## src/inc/lcf_pkg.sv

```systemverilog
// Purpose: Shared constants and types for the logic/call/flag-clear executor
// Assumes: 16-bit instruction words, 4-bit data path, 32-bit register bus
// Notes:   Byte offsets are word aligned
package lcf_pkg;
    // Widths and depths
    localparam int unsigned LCF_DATA_W    = 32;
    localparam int unsigned LCF_ADDR_W    = 6;
    localparam int unsigned LCF_NIB_W     = 4;
    localparam int unsigned LCF_MEM_AW    = 7;
    localparam int unsigned LCF_MEM_DEPTH = 128;
    localparam int unsigned LCF_PC_W      = 11;
    localparam int unsigned LCF_DIV_W     = 14;
    localparam int unsigned LCF_DIV_LOW_W = 4;
    localparam int unsigned LCF_STK_DEPTH = 8;
    localparam int unsigned LCF_EVT_W     = 8;
    // Register byte offsets
    localparam logic [5:0] LCF_OFS_INSTR = 6'h00;
    localparam logic [5:0] LCF_OFS_ACCUM = 6'h04;
    localparam logic [5:0] LCF_OFS_FLAGS = 6'h08;
    localparam logic [5:0] LCF_OFS_PROG  = 6'h0C;
    localparam logic [5:0] LCF_OFS_EVENT = 6'h10;
    localparam logic [5:0] LCF_OFS_DIV   = 6'h14;
    localparam logic [5:0] LCF_OFS_STACK = 6'h18;
    localparam logic [5:0] LCF_OFS_MADDR = 6'h1C;
    localparam logic [5:0] LCF_OFS_MDATA = 6'h20;
    // Field positions
    localparam int unsigned LCF_FLG_CARRY   = 0;
    localparam int unsigned LCF_FLG_ZERO    = 1;
    localparam int unsigned LCF_FLG_UNSUP   = 2;
    localparam int unsigned LCF_FLG_STK_OVF = 3;
    localparam int unsigned LCF_EVT_RSVD    = 3;
    localparam int unsigned LCF_EVT_DIV     = 0;
    localparam int unsigned LCF_STK_TOP_LSB = 16;
    // Reset values
    localparam logic [15:0] LCF_RST_INSTR = 16'h0000;
    localparam logic [3:0]  LCF_RST_NIB   = 4'h0;
    localparam logic [3:0]  LCF_RST_FLAGS = 4'h0;
    localparam logic [10:0] LCF_RST_PROG  = 11'h000;
    localparam logic [13:0] LCF_RST_DIV   = 14'h0000;
    localparam logic [7:0]  LCF_RST_EVT   = 8'h00;
    localparam logic [6:0]  LCF_RST_MADDR = 7'h00;
    // Opcode patterns
    localparam logic [8:0]  LCF_OPC_AND_MEM    = 9'h054;
    localparam logic [8:0]  LCF_OPC_AND_MEM_WB = 9'h056;
    localparam logic [7:0]  LCF_OPC_AND_IMM    = 8'h2E;
    localparam logic [7:0]  LCF_OPC_AND_IMM_WB = 8'h2F;
    localparam logic [4:0]  LCF_OPC_CALL       = 5'h0C;
    localparam logic [15:0] LCF_OPC_CARRY_ZERO = 16'h5000;
    localparam logic [15:0] LCF_OPC_DIV_RESET  = 16'h4100;
    localparam logic [7:0]  LCF_OPC_EVT_MASK   = 8'h40;
    // Decoded operation
    typedef enum logic [3:0] {
        LCF_OP_NONE       = 4'b0000,
        LCF_OP_AND_MEM    = 4'b0001,
        LCF_OP_AND_IMM    = 4'b0010,
        LCF_OP_AND_MEM_WB = 4'b0011,
        LCF_OP_AND_IMM_WB = 4'b0100,
        LCF_OP_CALL       = 4'b0101,
        LCF_OP_CARRY_ZERO = 4'b0110,
        LCF_OP_DIV_RESET  = 4'b0111,
        LCF_OP_EVT_MASK   = 4'b1000
    } lcf_op_t;
endpackage

```

## src/inc/lcf_dec_if.sv

```systemverilog
// Purpose: Carrier between executor and instruction decoder
// Assumes: Word is valid only in the executing cycle
// Notes:   Purely combinational signals
`timescale 1ns/1ns
`default_nettype none
interface lcf_dec_if;
    import lcf_pkg::*;
    logic [15:0] word;
    logic        valid;
    lcf_op_t     op;
    logic [6:0]  mem_addr;
    logic [3:0]  imm;
    logic [3:0]  wreg;
    logic [10:0] target;
    logic [7:0]  mask;
    modport dec  (input word, valid, output op, mem_addr, imm, wreg, target, mask);
    modport core (output word, valid, input op, mem_addr, imm, wreg, target, mask);
endinterface
`default_nettype wire

```

## src/lcf_decoder.sv

```systemverilog
// Purpose: Field split and opcode match of one instruction word
// Assumes: Only the listed group is recognised
// Notes:   Anything else decodes as LCF_OP_NONE
`timescale 1ns/1ns
`default_nettype none
module lcf_decoder (
    // Decode carrier
    lcf_dec_if.dec d
);
    import lcf_pkg::*;

    assign d.mem_addr = d.word[6:0];
    assign d.imm      = d.word[7:4];
    assign d.wreg     = d.word[3:0];
    assign d.target   = d.word[10:0];
    assign d.mask     = d.word[7:0];

    always_comb begin
        d.op = LCF_OP_NONE;
        if (d.valid) begin
            if (d.word[15:7] == LCF_OPC_AND_MEM) begin
                d.op = LCF_OP_AND_MEM;
            end else if (d.word[15:7] == LCF_OPC_AND_MEM_WB) begin
                d.op = LCF_OP_AND_MEM_WB;
            end else if (d.word[15:8] == LCF_OPC_AND_IMM) begin
                d.op = LCF_OP_AND_IMM;
            end else if (d.word[15:8] == LCF_OPC_AND_IMM_WB) begin
                d.op = LCF_OP_AND_IMM_WB;
            end else if (d.word[15:11] == LCF_OPC_CALL) begin
                d.op = LCF_OP_CALL;
            end else if (d.word == LCF_OPC_CARRY_ZERO) begin
                d.op = LCF_OP_CARRY_ZERO;
            end else if (d.word == LCF_OPC_DIV_RESET) begin
                d.op = LCF_OP_DIV_RESET;
            end else if (d.word[15:8] == LCF_OPC_EVT_MASK) begin
                d.op = LCF_OP_EVT_MASK;
            end
        end
    end
endmodule
`default_nettype wire

```

## src/lcf_core.sv

```systemverilog
// Purpose: Executes AND forms, call, carry clear, divider and event clears
// Assumes: One instruction per accepted write to the instruction register
// Notes:   Avalon-MM slave, every access answers on its second edge
// Functional notes
// - Memory AND loads accumulator, zero flag only
// - Register-immediate AND loads accumulator, zero only
// - Memory AND writes memory and accumulator
// - Register-immediate AND writes register and accumulator
// - Call pushes next address, loads target
// - Carry clear zeroes carry, nothing else
// - Divider reset clears low four stages only
// - Event mask ones clear matching event flags
// - Bits 0-2: divider, timer0, port change
// - Bit 4 clears pin edge; bit 3 reserved
// - Bits 5-6 clear serial receive and transmit
// - Bit 7 clears timer1 underflow flag
//
// Design decisions made here: the Avalon-MM register port and the placing of the registers.
`timescale 1ns/1ns
`default_nettype none
module lcf_core #(
    parameter int unsigned STK_DEPTH = lcf_pkg::LCF_STK_DEPTH,
    parameter int unsigned DIV_W     = lcf_pkg::LCF_DIV_W
) (
    // Clock and reset
    input  wire logic                            core_clk_in,
    input  wire logic                            reset_in,
    // Avalon-MM slave
    input  wire logic [lcf_pkg::LCF_ADDR_W-1:0]  avs_address_in,
    input  wire logic                            avs_read_in,
    input  wire logic                            avs_write_in,
    input  wire logic [lcf_pkg::LCF_DATA_W-1:0]  avs_writedata_in,
    input  wire logic [3:0]                      avs_byteenable_in,
    output logic      [lcf_pkg::LCF_DATA_W-1:0]  avs_readdata_out,
    output logic                                 avs_waitrequest_out,
    // Peripheral event pulses
    input  wire logic [lcf_pkg::LCF_EVT_W-1:0]   event_set_in,
    // Core state
    output logic      [lcf_pkg::LCF_NIB_W-1:0]   accumulator_out,
    output logic                                 zero_flag_out,
    output logic                                 carry_flag_out,
    output logic      [lcf_pkg::LCF_PC_W-1:0]    program_counter_out,
    output logic      [lcf_pkg::LCF_EVT_W-1:0]   event_flag_bank_out,
    output logic      [DIV_W-1:0]                prescale_divider_zero_out
);
    import lcf_pkg::*;

    localparam int unsigned SP_W  = $clog2(STK_DEPTH + 1);
    localparam int unsigned IDX_W = $clog2(STK_DEPTH);
    localparam logic [SP_W-1:0] SP_FULL = SP_W'(STK_DEPTH);

    // Bus handshake
    logic                  ack;
    logic                  bus_req;
    logic                  wr_go;
    logic [LCF_DATA_W-1:0] wdata;
    logic                  exec;

    // Architectural state
    logic [3:0]            accumulator;
    logic                  zero_flag;
    logic                  carry_flag;
    logic                  unsup_flag;
    logic                  stk_ovf_flag;
    logic [LCF_PC_W-1:0]   program_counter;
    logic [LCF_EVT_W-1:0]  event_flag_bank;
    logic [DIV_W-1:0]      prescale_divider_zero;
    logic [15:0]           last_instr;
    logic [6:0]            mem_ptr;
    logic [3:0]            mem [LCF_MEM_DEPTH];
    logic [LCF_PC_W-1:0]   stack [STK_DEPTH];
    logic [SP_W-1:0]       stack_ptr;

    // Datapath
    logic [6:0]            op_addr;
    logic [3:0]            op_a;
    logic [3:0]            op_b;
    logic [3:0]            and_res;
    logic                  is_and;
    logic                  mem_we;
    logic [6:0]            mem_wa;
    logic [3:0]            mem_wd;
    logic [LCF_PC_W-1:0]   next_pc;
    logic [LCF_EVT_W-1:0]  evt_set;
    logic [LCF_EVT_W-1:0]  evt_clear;
    logic                  div_wrap;
    logic [LCF_PC_W-1:0]   stack_top;
    logic [LCF_DATA_W-1:0] next_rdata;

    lcf_dec_if dif ();

    lcf_decoder u_dec (
        .d (dif.dec)
    );

    // One wait cycle per access keeps read data a flop
    assign bus_req             = avs_read_in | avs_write_in;
    assign avs_waitrequest_out = bus_req & ~ack;
    assign wr_go               = avs_write_in & ack;

    always_ff @(posedge core_clk_in) begin
        if (reset_in) begin
            ack <= 1'b0;
        end else begin
            ack <= bus_req & ~ack;
        end
    end

    for (genvar b = 0; b < 4; b++) begin : g_lane
        assign wdata[8*b +: 8] = avs_byteenable_in[b] ? avs_writedata_in[8*b +: 8] : 8'h00;
    end

    // Instruction needs both low lanes
    assign exec = wr_go && (avs_address_in == LCF_OFS_INSTR) && (avs_byteenable_in[1:0] == 2'h3);

    assign dif.word  = avs_writedata_in[15:0];
    assign dif.valid = exec;

    // AND operand selection
    always_comb begin
        op_addr = dif.mem_addr;
        op_b    = accumulator;
        is_and  = 1'b0;
        case (dif.op)
            LCF_OP_AND_MEM, LCF_OP_AND_MEM_WB: begin
                is_and = 1'b1;
            end
            LCF_OP_AND_IMM, LCF_OP_AND_IMM_WB: begin
                op_addr = {3'h0, dif.wreg};
                op_b    = dif.imm;
                is_and  = 1'b1;
            end
            default: begin
                is_and = 1'b0;
            end
        endcase
    end

    assign op_a    = mem[op_addr];
    assign and_res = op_a & op_b;

    // Memory write port: write-back forms or bus data window
    always_comb begin
        mem_we = 1'b0;
        mem_wa = op_addr;
        mem_wd = and_res;
        if (dif.op == LCF_OP_AND_MEM_WB || dif.op == LCF_OP_AND_IMM_WB) begin
            mem_we = 1'b1;
        end else if (wr_go && avs_address_in == LCF_OFS_MDATA && avs_byteenable_in[0]) begin
            mem_we = 1'b1;
            mem_wa = mem_ptr;
            mem_wd = wdata[3:0];
        end
    end

    for (genvar i = 0; i < LCF_MEM_DEPTH; i++) begin : g_mem
        always_ff @(posedge core_clk_in) begin
            if (reset_in) begin
                mem[i] <= LCF_RST_NIB;
            end else if (mem_we && mem_wa == LCF_MEM_AW'(i)) begin
                mem[i] <= mem_wd;
            end
        end
    end

    always_ff @(posedge core_clk_in) begin
        if (reset_in) begin
            mem_ptr <= LCF_RST_MADDR;
        end else if (wr_go && avs_address_in == LCF_OFS_MADDR && avs_byteenable_in[0]) begin
            mem_ptr <= wdata[6:0];
        end
    end

    // Accumulator
    always_ff @(posedge core_clk_in) begin
        if (reset_in) begin
            accumulator <= LCF_RST_NIB;
        end else if (is_and) begin
            accumulator <= and_res;
        end else if (wr_go && avs_address_in == LCF_OFS_ACCUM && avs_byteenable_in[0]) begin
            accumulator <= wdata[3:0];
        end
    end

    // Zero and carry; carry is untouched by the AND forms
    always_ff @(posedge core_clk_in) begin
        if (reset_in) begin
            zero_flag  <= LCF_RST_FLAGS[LCF_FLG_ZERO];
            carry_flag <= LCF_RST_FLAGS[LCF_FLG_CARRY];
        end else if (is_and) begin
            zero_flag <= (and_res == LCF_RST_NIB);
        end else if (dif.op == LCF_OP_CARRY_ZERO) begin
            carry_flag <= 1'b0;
        end else if (wr_go && avs_address_in == LCF_OFS_FLAGS && avs_byteenable_in[0]) begin
            zero_flag  <= wdata[LCF_FLG_ZERO];
            carry_flag <= wdata[LCF_FLG_CARRY];
        end
    end

    // Sticky diagnostics; a write of one clears, a new event wins
    always_ff @(posedge core_clk_in) begin
        if (reset_in) begin
            unsup_flag   <= LCF_RST_FLAGS[LCF_FLG_UNSUP];
            stk_ovf_flag <= LCF_RST_FLAGS[LCF_FLG_STK_OVF];
        end else begin
            if (exec && dif.op == LCF_OP_NONE) begin
                unsup_flag <= 1'b1;
            end else if (wr_go && avs_address_in == LCF_OFS_FLAGS && wdata[LCF_FLG_UNSUP]) begin
                unsup_flag <= 1'b0;
            end
            if (dif.op == LCF_OP_CALL && stack_ptr == SP_FULL) begin
                stk_ovf_flag <= 1'b1;
            end else if (wr_go && avs_address_in == LCF_OFS_FLAGS && wdata[LCF_FLG_STK_OVF]) begin
                stk_ovf_flag <= 1'b0;
            end
        end
    end

    // Program counter
    always_comb begin
        next_pc = program_counter;
        if (dif.op == LCF_OP_CALL) begin
            next_pc = dif.target;
        end else if (exec) begin
            next_pc = program_counter + LCF_PC_W'(1);
        end else if (wr_go && avs_address_in == LCF_OFS_PROG && avs_byteenable_in[1:0] == 2'h3) begin
            next_pc = wdata[LCF_PC_W-1:0];
        end
    end

    always_ff @(posedge core_clk_in) begin
        if (reset_in) begin
            program_counter <= LCF_RST_PROG;
        end else begin
            program_counter <= next_pc;
        end
    end

    // Return stack; a push past full holds the pointer at full, overwrites entry 0 and is not to be trusted
    always_ff @(posedge core_clk_in) begin
        if (reset_in) begin
            stack_ptr <= '0;
        end else if (dif.op == LCF_OP_CALL && stack_ptr != SP_FULL) begin
            stack_ptr <= stack_ptr + SP_W'(1);
        end
    end

    for (genvar s = 0; s < STK_DEPTH; s++) begin : g_stack
        always_ff @(posedge core_clk_in) begin
            if (reset_in) begin
                stack[s] <= LCF_RST_PROG;
            end else if (dif.op == LCF_OP_CALL && stack_ptr[IDX_W-1:0] == IDX_W'(s)) begin
                stack[s] <= program_counter + LCF_PC_W'(1);
            end
        end
    end

    assign stack_top = (stack_ptr == '0) ? LCF_RST_PROG : stack[IDX_W'(stack_ptr - SP_W'(1))];

    // Divider 0 free runs; only its low stages are cleared
    assign div_wrap = &prescale_divider_zero;

    always_ff @(posedge core_clk_in) begin
        if (reset_in) begin
            prescale_divider_zero <= DIV_W'(LCF_RST_DIV);
        end else if (dif.op == LCF_OP_DIV_RESET) begin
            prescale_divider_zero[LCF_DIV_LOW_W-1:0] <= '0;
        end else begin
            prescale_divider_zero <= prescale_divider_zero + DIV_W'(1);
        end
    end

    // Event flags: set beats clear in the same cycle
    always_comb begin
        evt_set = event_set_in;
        evt_set[LCF_EVT_DIV]  = event_set_in[LCF_EVT_DIV] | div_wrap;
        evt_set[LCF_EVT_RSVD] = 1'b0;
        evt_clear = '0;
        if (dif.op == LCF_OP_EVT_MASK) begin
            evt_clear = dif.mask;
            evt_clear[LCF_EVT_RSVD] = 1'b0;
        end
    end

    always_ff @(posedge core_clk_in) begin
        if (reset_in) begin
            event_flag_bank <= LCF_RST_EVT;
        end else begin
            event_flag_bank <= (event_flag_bank & ~evt_clear) | evt_set;
        end
    end

    always_ff @(posedge core_clk_in) begin
        if (reset_in) begin
            last_instr <= LCF_RST_INSTR;
        end else if (exec) begin
            last_instr <= dif.word;
        end
    end

    // Read mux, captured during the wait cycle
    always_comb begin
        next_rdata = '0;
        case (avs_address_in)
            LCF_OFS_INSTR: begin
                next_rdata[15:0] = last_instr;
            end
            LCF_OFS_ACCUM: begin
                next_rdata[3:0] = accumulator;
            end
            LCF_OFS_FLAGS: begin
                next_rdata[LCF_FLG_CARRY]   = carry_flag;
                next_rdata[LCF_FLG_ZERO]    = zero_flag;
                next_rdata[LCF_FLG_UNSUP]   = unsup_flag;
                next_rdata[LCF_FLG_STK_OVF] = stk_ovf_flag;
            end
            LCF_OFS_PROG: begin
                next_rdata[LCF_PC_W-1:0] = program_counter;
            end
            LCF_OFS_EVENT: begin
                next_rdata[LCF_EVT_W-1:0] = event_flag_bank;
            end
            LCF_OFS_DIV: begin
                next_rdata[DIV_W-1:0] = prescale_divider_zero;
            end
            LCF_OFS_STACK: begin
                next_rdata[SP_W-1:0] = stack_ptr;
                next_rdata[LCF_STK_TOP_LSB +: LCF_PC_W] = stack_top;
            end
            LCF_OFS_MADDR: begin
                next_rdata[6:0] = mem_ptr;
            end
            LCF_OFS_MDATA: begin
                next_rdata[3:0] = mem[mem_ptr];
            end
            default: begin
                next_rdata = '0;
            end
        endcase
    end

    always_ff @(posedge core_clk_in) begin
        if (reset_in) begin
            avs_readdata_out <= '0;
        end else if (avs_read_in && !ack) begin
            avs_readdata_out <= next_rdata;
        end
    end

    assign accumulator_out           = accumulator;
    assign zero_flag_out             = zero_flag;
    assign carry_flag_out            = carry_flag;
    assign program_counter_out       = program_counter;
    assign event_flag_bank_out       = event_flag_bank;
    assign prescale_divider_zero_out = prescale_divider_zero;
endmodule
`default_nettype wire

```

## config.mk

```make
export PLATFORM = sky130hd
export DESIGN_NAME = lcf_core
export DESIGN_NICKNAME = d
export VERILOG_FILES = /design/src/inc/lcf_pkg.sv /design/src/inc/lcf_dec_if.sv /design/src/lcf_decoder.sv /design/src/lcf_core.sv
export SDC_FILE = /design/constraint.sdc
export NUM_CORES = 1
export LEC_CHECK = 0
export ABC_AREA = 0
export BUFFER_PORTS_ARGS = -buffer_cell sky130_fd_sc_hd__buf_2
export CORE_MARGIN = 4
export CORE_UTILIZATION = 63
export CTS_CLUSTER_SIZE = 10
export DETAILED_ROUTE_END_ITERATION = 7
export HOLD_SLACK_MARGIN = 0.05
export PLACE_DENSITY = 0.81
export SLEW_MARGIN = 5
export SYNTH_ARGS = -nofsm -noshare
export SYNTH_HDL_FRONTEND = slang
export SYNTH_SLANG_ARGS = --single-unit
```

## constraint.sdc

```tcl
create_clock -name core_clk_in -period 4.87 [get_ports core_clk_in]
set_input_delay 1.2175 -clock core_clk_in [delete_from_list [all_inputs] [get_ports core_clk_in]]
set_output_delay 1.2175 -clock core_clk_in [all_outputs]
set_load 0.02 [all_outputs]
```

Word-level counts from Yosys, hierarchy flattened:

Memories as Yosys holds them, arrays and structs flattened. A register that Yosys moved wholly into a read port is not among the register bits.
Cells that the tools add are included.

* bits in writable memories: 600
* output and inout port bits: 72
* flip-flop bits (word level): 96
* memories: 2

* reductions and logical operators: 174
* bitwise operators: 146
* equality and inequality tests: 162
* mux-type cells: 591
* $add $sub $neg: 4

Memories
* mem: words 128, width 4, rd ports 2, clocked after memory_dff 1, wr ports 128, line lcf_core.sv:70 `logic [3:0] mem [LCF_MEM_DEPTH];`
* stack: words 8, width 11, rd ports 1, clocked after memory_dff 0, wr ports 8, line lcf_core.sv:71 `logic [LCF_PC_W-1:0] stack [STK_DEPTH];`

Operators by type and width (count)
* $mux W4: 142
* $eq A7 B7 Y1 const B: 64
* $mux W1: 422
* $eq A7 B6 Y1 const B: 32
* $logic_and A1 B1 Y1: 154
* $mux W11: 13
* $or A1 B1 Y1: 138
* $eq A7 B5 Y1 const B: 16
* $eq A7 B4 Y1 const B: 8
* $pmux W4 S9: 1
* $mux W7: 5
* $eq A16 B15 Y1 const B: 2
* $eq A7 B3 Y1 const B: 4
* $eq A6 B5 Y1 const B: 4
* $eq A9 B7 Y1 const B: 2
* $eq A4 B3 Y1 const B: 4
* $eq A8 B6 Y1 const B: 2
* $mux W8: 2
* $pmux W3 S5: 1
* $add A14 B1 Y14 const B: 1
* $eq A7 B2 Y1 const B: 2
* $reduce_and A14 Y1: 1
* $eq A3 B3 Y1 const B: 4
* $eq A6 B4 Y1 const B: 2
* other kinds (38): 51

Logic depth before layout (Yosys ltp):

* word-level depth: 21
* mapped depth: 16
* gate-level depth less buffers: 10

Cells and area by module:

Synthesis repeated with hierarchy kept, for this count alone.

* cell total of the unflattened synthesis: 3636
* area total of the unflattened synthesis: 38588.3 µm²

By module, submodules not included
* lcf_core: times used 1, seq. area each 20059.2 µm², cells an instance 3576, area an instance 38155.3 µm²
* lcf_decoder: times used 1, seq. area each 0.0 µm², cells an instance 60, area an instance 432.9 µm²

Worst setup path before layout:

Ideal clock, no wire load.

* kind: input to register
* start point: in avs_writedata_in[1] (netlist name)
* end point: mem mem[10][0] (data pin)
* data arrival time: 3.877 ns
* library setup time: 0.254 ns
* required time: 4.616 ns
* stages: 14
* setup slack: 0.739 ns
* cells stage by stage: buf_2 > buf_2 > buf_2 > buf_1 > clkbuf_1 > mux4_2 > a22oi_1 > nand3_1 > nand3_1 > o2111ai_1 > a31oi_1 > buf_2 > buf_6 > nor2_1

RTL lines
* start: declaration: line lcf_core.sv:32 `input wire logic [lcf_pkg::LCF_DATA_W-1:0] avs_writedata_in,`
* end: declaration: line lcf_core.sv:70

==> results.sh <==
export IMPL_status="finished with violations"
export IMPL_violations="DRC"
export IMPL_die_h_um=250
export IMPL_synth_distinct_cells=79
export IMPL_nFillCells=3646
export IMPL_final_cell_mix="nor2_1 (730), edfxtp_1 (600), mux4_2 (310), nand2_1 (255), buf_4 (175)"
export IMPL_tns_ns=0
export IMPL_worstMarginPinSlew_ns=1.19
export IMPL_drt_drc_violations_left=5
export IMPL_cts_repair_resized=0
export IMPL_setup_viol=0
export IMPL_seq_area_frac_synth=0.542
export IMPL_cts_tree="done"
export IMPL_die_area_sq_um=62700
export IMPL_drtAntennaViolNets=0
export IMPL_fin_nets=3110
export IMPL_ys_ff_latch=702
export IMPL_synth_edf_count=600
export IMPL_hold_slack_ns=0.457
export IMPL_place_inst=3728
export IMPL_critPathMaxFanout=29
export IMPL_dpl_hpwl_um=76300
export IMPL_irDropWorstVdd_mv=0.286
export IMPL_critPathRequiredTime_ns=5.25
export IMPL_cts_root_buf="clkbuf_16"
export IMPL_seqCellArea_sq_um=20100
export IMPL_syn_area_sq_um=37000
export IMPL_h_tree_depth=3
export IMPL_rows=88
export IMPL_crit_path_start="avs_writedata_in[0]"
export IMPL_multi_input_area_sq_um=15500
export IMPL_synthCells=2908
export IMPL_grt_max_degree=105
export IMPL_p_per_area_nw_per_um2=321
export IMPL_dr_pass1_iters=8
export IMPL_fp_dieW_um=250
export IMPL_max_stage_delay_ns=0.53
export IMPL_crit_top_cell="buf_4"
export IMPL_fin_cells=3859
export IMPL_avgViaCountPerCell=7.15
export IMPL_slowest_stage="mux4_2"
export IMPL_initial_utilization=0.639
export IMPL_syn_area_per_cell_sq_um=12.7
export IMPL_timing_hold_worst_start="last_instr[10]"
export IMPL_leakagePower_nw=14.2
export IMPL_dr_first_iter_drc_count=4472
export IMPL_clk_latency_ns=0.64
export IMPL_wirelength_um=111000
export IMPL_synth_warnings=0
export IMPL_synth_top_flop_cell="edfxtp_1"
export IMPL_hold_path_class="flip-flop to flip-flop"
export IMPL_drv_cap=0
export IMPL_cts_buffer_depth=3
export IMPL_grt_pass1_vias=27600
export IMPL_io_buffers=100
export IMPL_drive_gt1_frac=0.250
export IMPL_ios=126
export IMPL_cp_arrival_ns=4.67
export IMPL_crit_chain="buf_8, buf_12, buf_12, buf_4, mux4_2, a22oi_1, a21oi_1, a31o_2, nor4_1, a211oi_1, a31oi_4, buf_4, buf_4, nor2_1"
export IMPL_area_growth_pct=12.3
export IMPL_grt_setup_unrepaired="false"
export IMPL_post_cts_buffers=0
export IMPL_grt_overflow=0
export IMPL_wl_per_cell_um=28.8
export IMPL_criticalPathCategory="primary input to flip-flop"
export IMPL_min_period_ns=4.30
export IMPL_grt_pass1_wl_um=167000
export IMPL_end_kind="flip-flop"
export IMPL_fin_crit_sh=0.883
export IMPL_track_usage=0.351
export IMPL_holdBufCountCts=0
export IMPL_clock_fmax_mhz=233
export IMPL_slew_limit_headroom=0.203
export IMPL_hold_viol=0
export IMPL_cts_inserted_buffers=82
export IMPL_vias=27600
export IMPL_fin_worst_skew_ns=0.0277
export IMPL_async_reset_ff_frac=0
export IMPL_layout_commonest_cell="nor2_1"
export IMPL_antenna_found_initial=7
export IMPL_cts_sinks=702
export IMPL_clkTransAtPathRegs_ns=0.05
export IMPL_drv_slew=0
export IMPL_fp_coreArea_sq_um=57900
export IMPL_gp_congestion=0.962
export IMPL_start_kind="primary input"
-- final cells by class --
class / count / area share
Sequential cell: 702 / 0.483
Clock inverter: 10 / 0.00277
Tap cell: 765 / 0.0230
Clock buffer: 120 / 0.0541
Multi-Input combinational cell: 1935 / 0.374
Inverter: 15 / 0.00136
Timing Repair Buffer: 311 / 0.0618
Antenna cell: 1 / 0.0000602
-- synth_stat cells, types with 6 or more instances --
library cell	number	area, sq um
o22ai_1	11	68.8
a222oi_1	6	60.1
clkbuf_1	129	484
a21oi_1	68	340
nor2b_1	14	87.6
buf_2	36	180
mux2_2	13	146
edfxtp_1	600	18000
nand2_1	255	957
a22oi_1	26	195
buf_4	31	233
ha_1	9	113
xnor2_1	11	96.3
inv_1	13	48.8
dfxtp_1	102	2040
or3_1	6	37.5
a211oi_1	9	67.6
o211ai_1	15	113
nand2b_1	7	43.8
o21bai_1	17	128
o221ai_1	15	131
a21o_1	116	871
buf_6	36	405
nor3_1	21	105
nor2_1	730	2740
a221oi_1	19	166
o21ai_0	29	145
xor2_1	12	105
mux4_2	310	6980
and3_1	6	37.5
a31oi_1	12	75.1
a22o_1	6	52.6
buf_1	26	97.6
a31o_2	8	70.1
mux2i_1	64	641
or2_2	8	50.1
nand3_1	36	180
-- flip-flops by register name, summed over array words and instances (netlist names), 7 cells and up, named ones only --
| signal | flops |
|---|---|
| avs_readdata_out | 27 |
| event_flag_bank_out | 7 |
| last_instr | 16 |
| mem | 512 |
| mem_ptr | 7 |
| prescale_divider_zero_out | 14 |
| program_counter_out | 11 |
| stack | 88 |
-- path summary, 6_finish.rpt --
path / depth (start not counted) / slack (ns) / endpoint
max: 14 / 0.57 / mem[7][0]
min: 2 / 0.46 / last_instr[10]
max reg2reg: 7 / 1.14 / avs_readdata_out[3]
min reg2reg: 2 / 0.46 / last_instr[10]
-- cells by family (layout without fill, tap and decap cells) --
kind of cell / Yosys count / after routing / synth area share
simple gates: 1112 / 1112 / 0.121
flops: 702 / 702 / 0.542
compound gates: 398 / 398 / 0.0783
mux: 387 / 387 / 0.210
buf+inv: 276 / 456 / 0.0398
xor+xnor: 23 / 23 / 0.00544
fa+ha+maj: 9 / 9 / 0.00304
other cells: 1 / 7 / 0.000101
-- worst max-delay path, delay by kind of cell --
family / cells / cell delay (ns)
AO/OA/AOI/OAI: 5 / 1.13
AND/OR/NAND/NOR: 2 / 0.37
multiplexers: 1 / 0.53
buffers and inverters: 6 / 1.38
-- power breakdown --
part / internal (mW) / switching, mW
clock: 3.22 / 2.35
sequential: 6.70 / 0.113
combinational: 0.393 / 0.555
total: 10.3 / 3.02
-- per-stage QoR --
step	power [mW]	util	worst slack, ns	instance area, sq um
after floorplan	7.47	-	0.739	37000
after global placement	7.78	0.677	0.167	39200
after detailed placement	7.83	0.677	0.101	39200
after CTS	13.3	0.717	0.719	41500
after global routing	13.6	0.717	0.509	41500
final	13.3	0.717	0.572	41500
-- routing by layer --
metal	up-vias	wire length (um)	share of wire	global-route usage
met1	13400	35900	0.32	0.452
met4	12	7610	0.068	0.187
met2	2439	51600	0.46	0.553
met3	546	16000	0.14	0.0977
li1	11200	-	-	-
met5	-	102	0.00092	0
No activity file was read; power rests on OpenSTA's default activity.
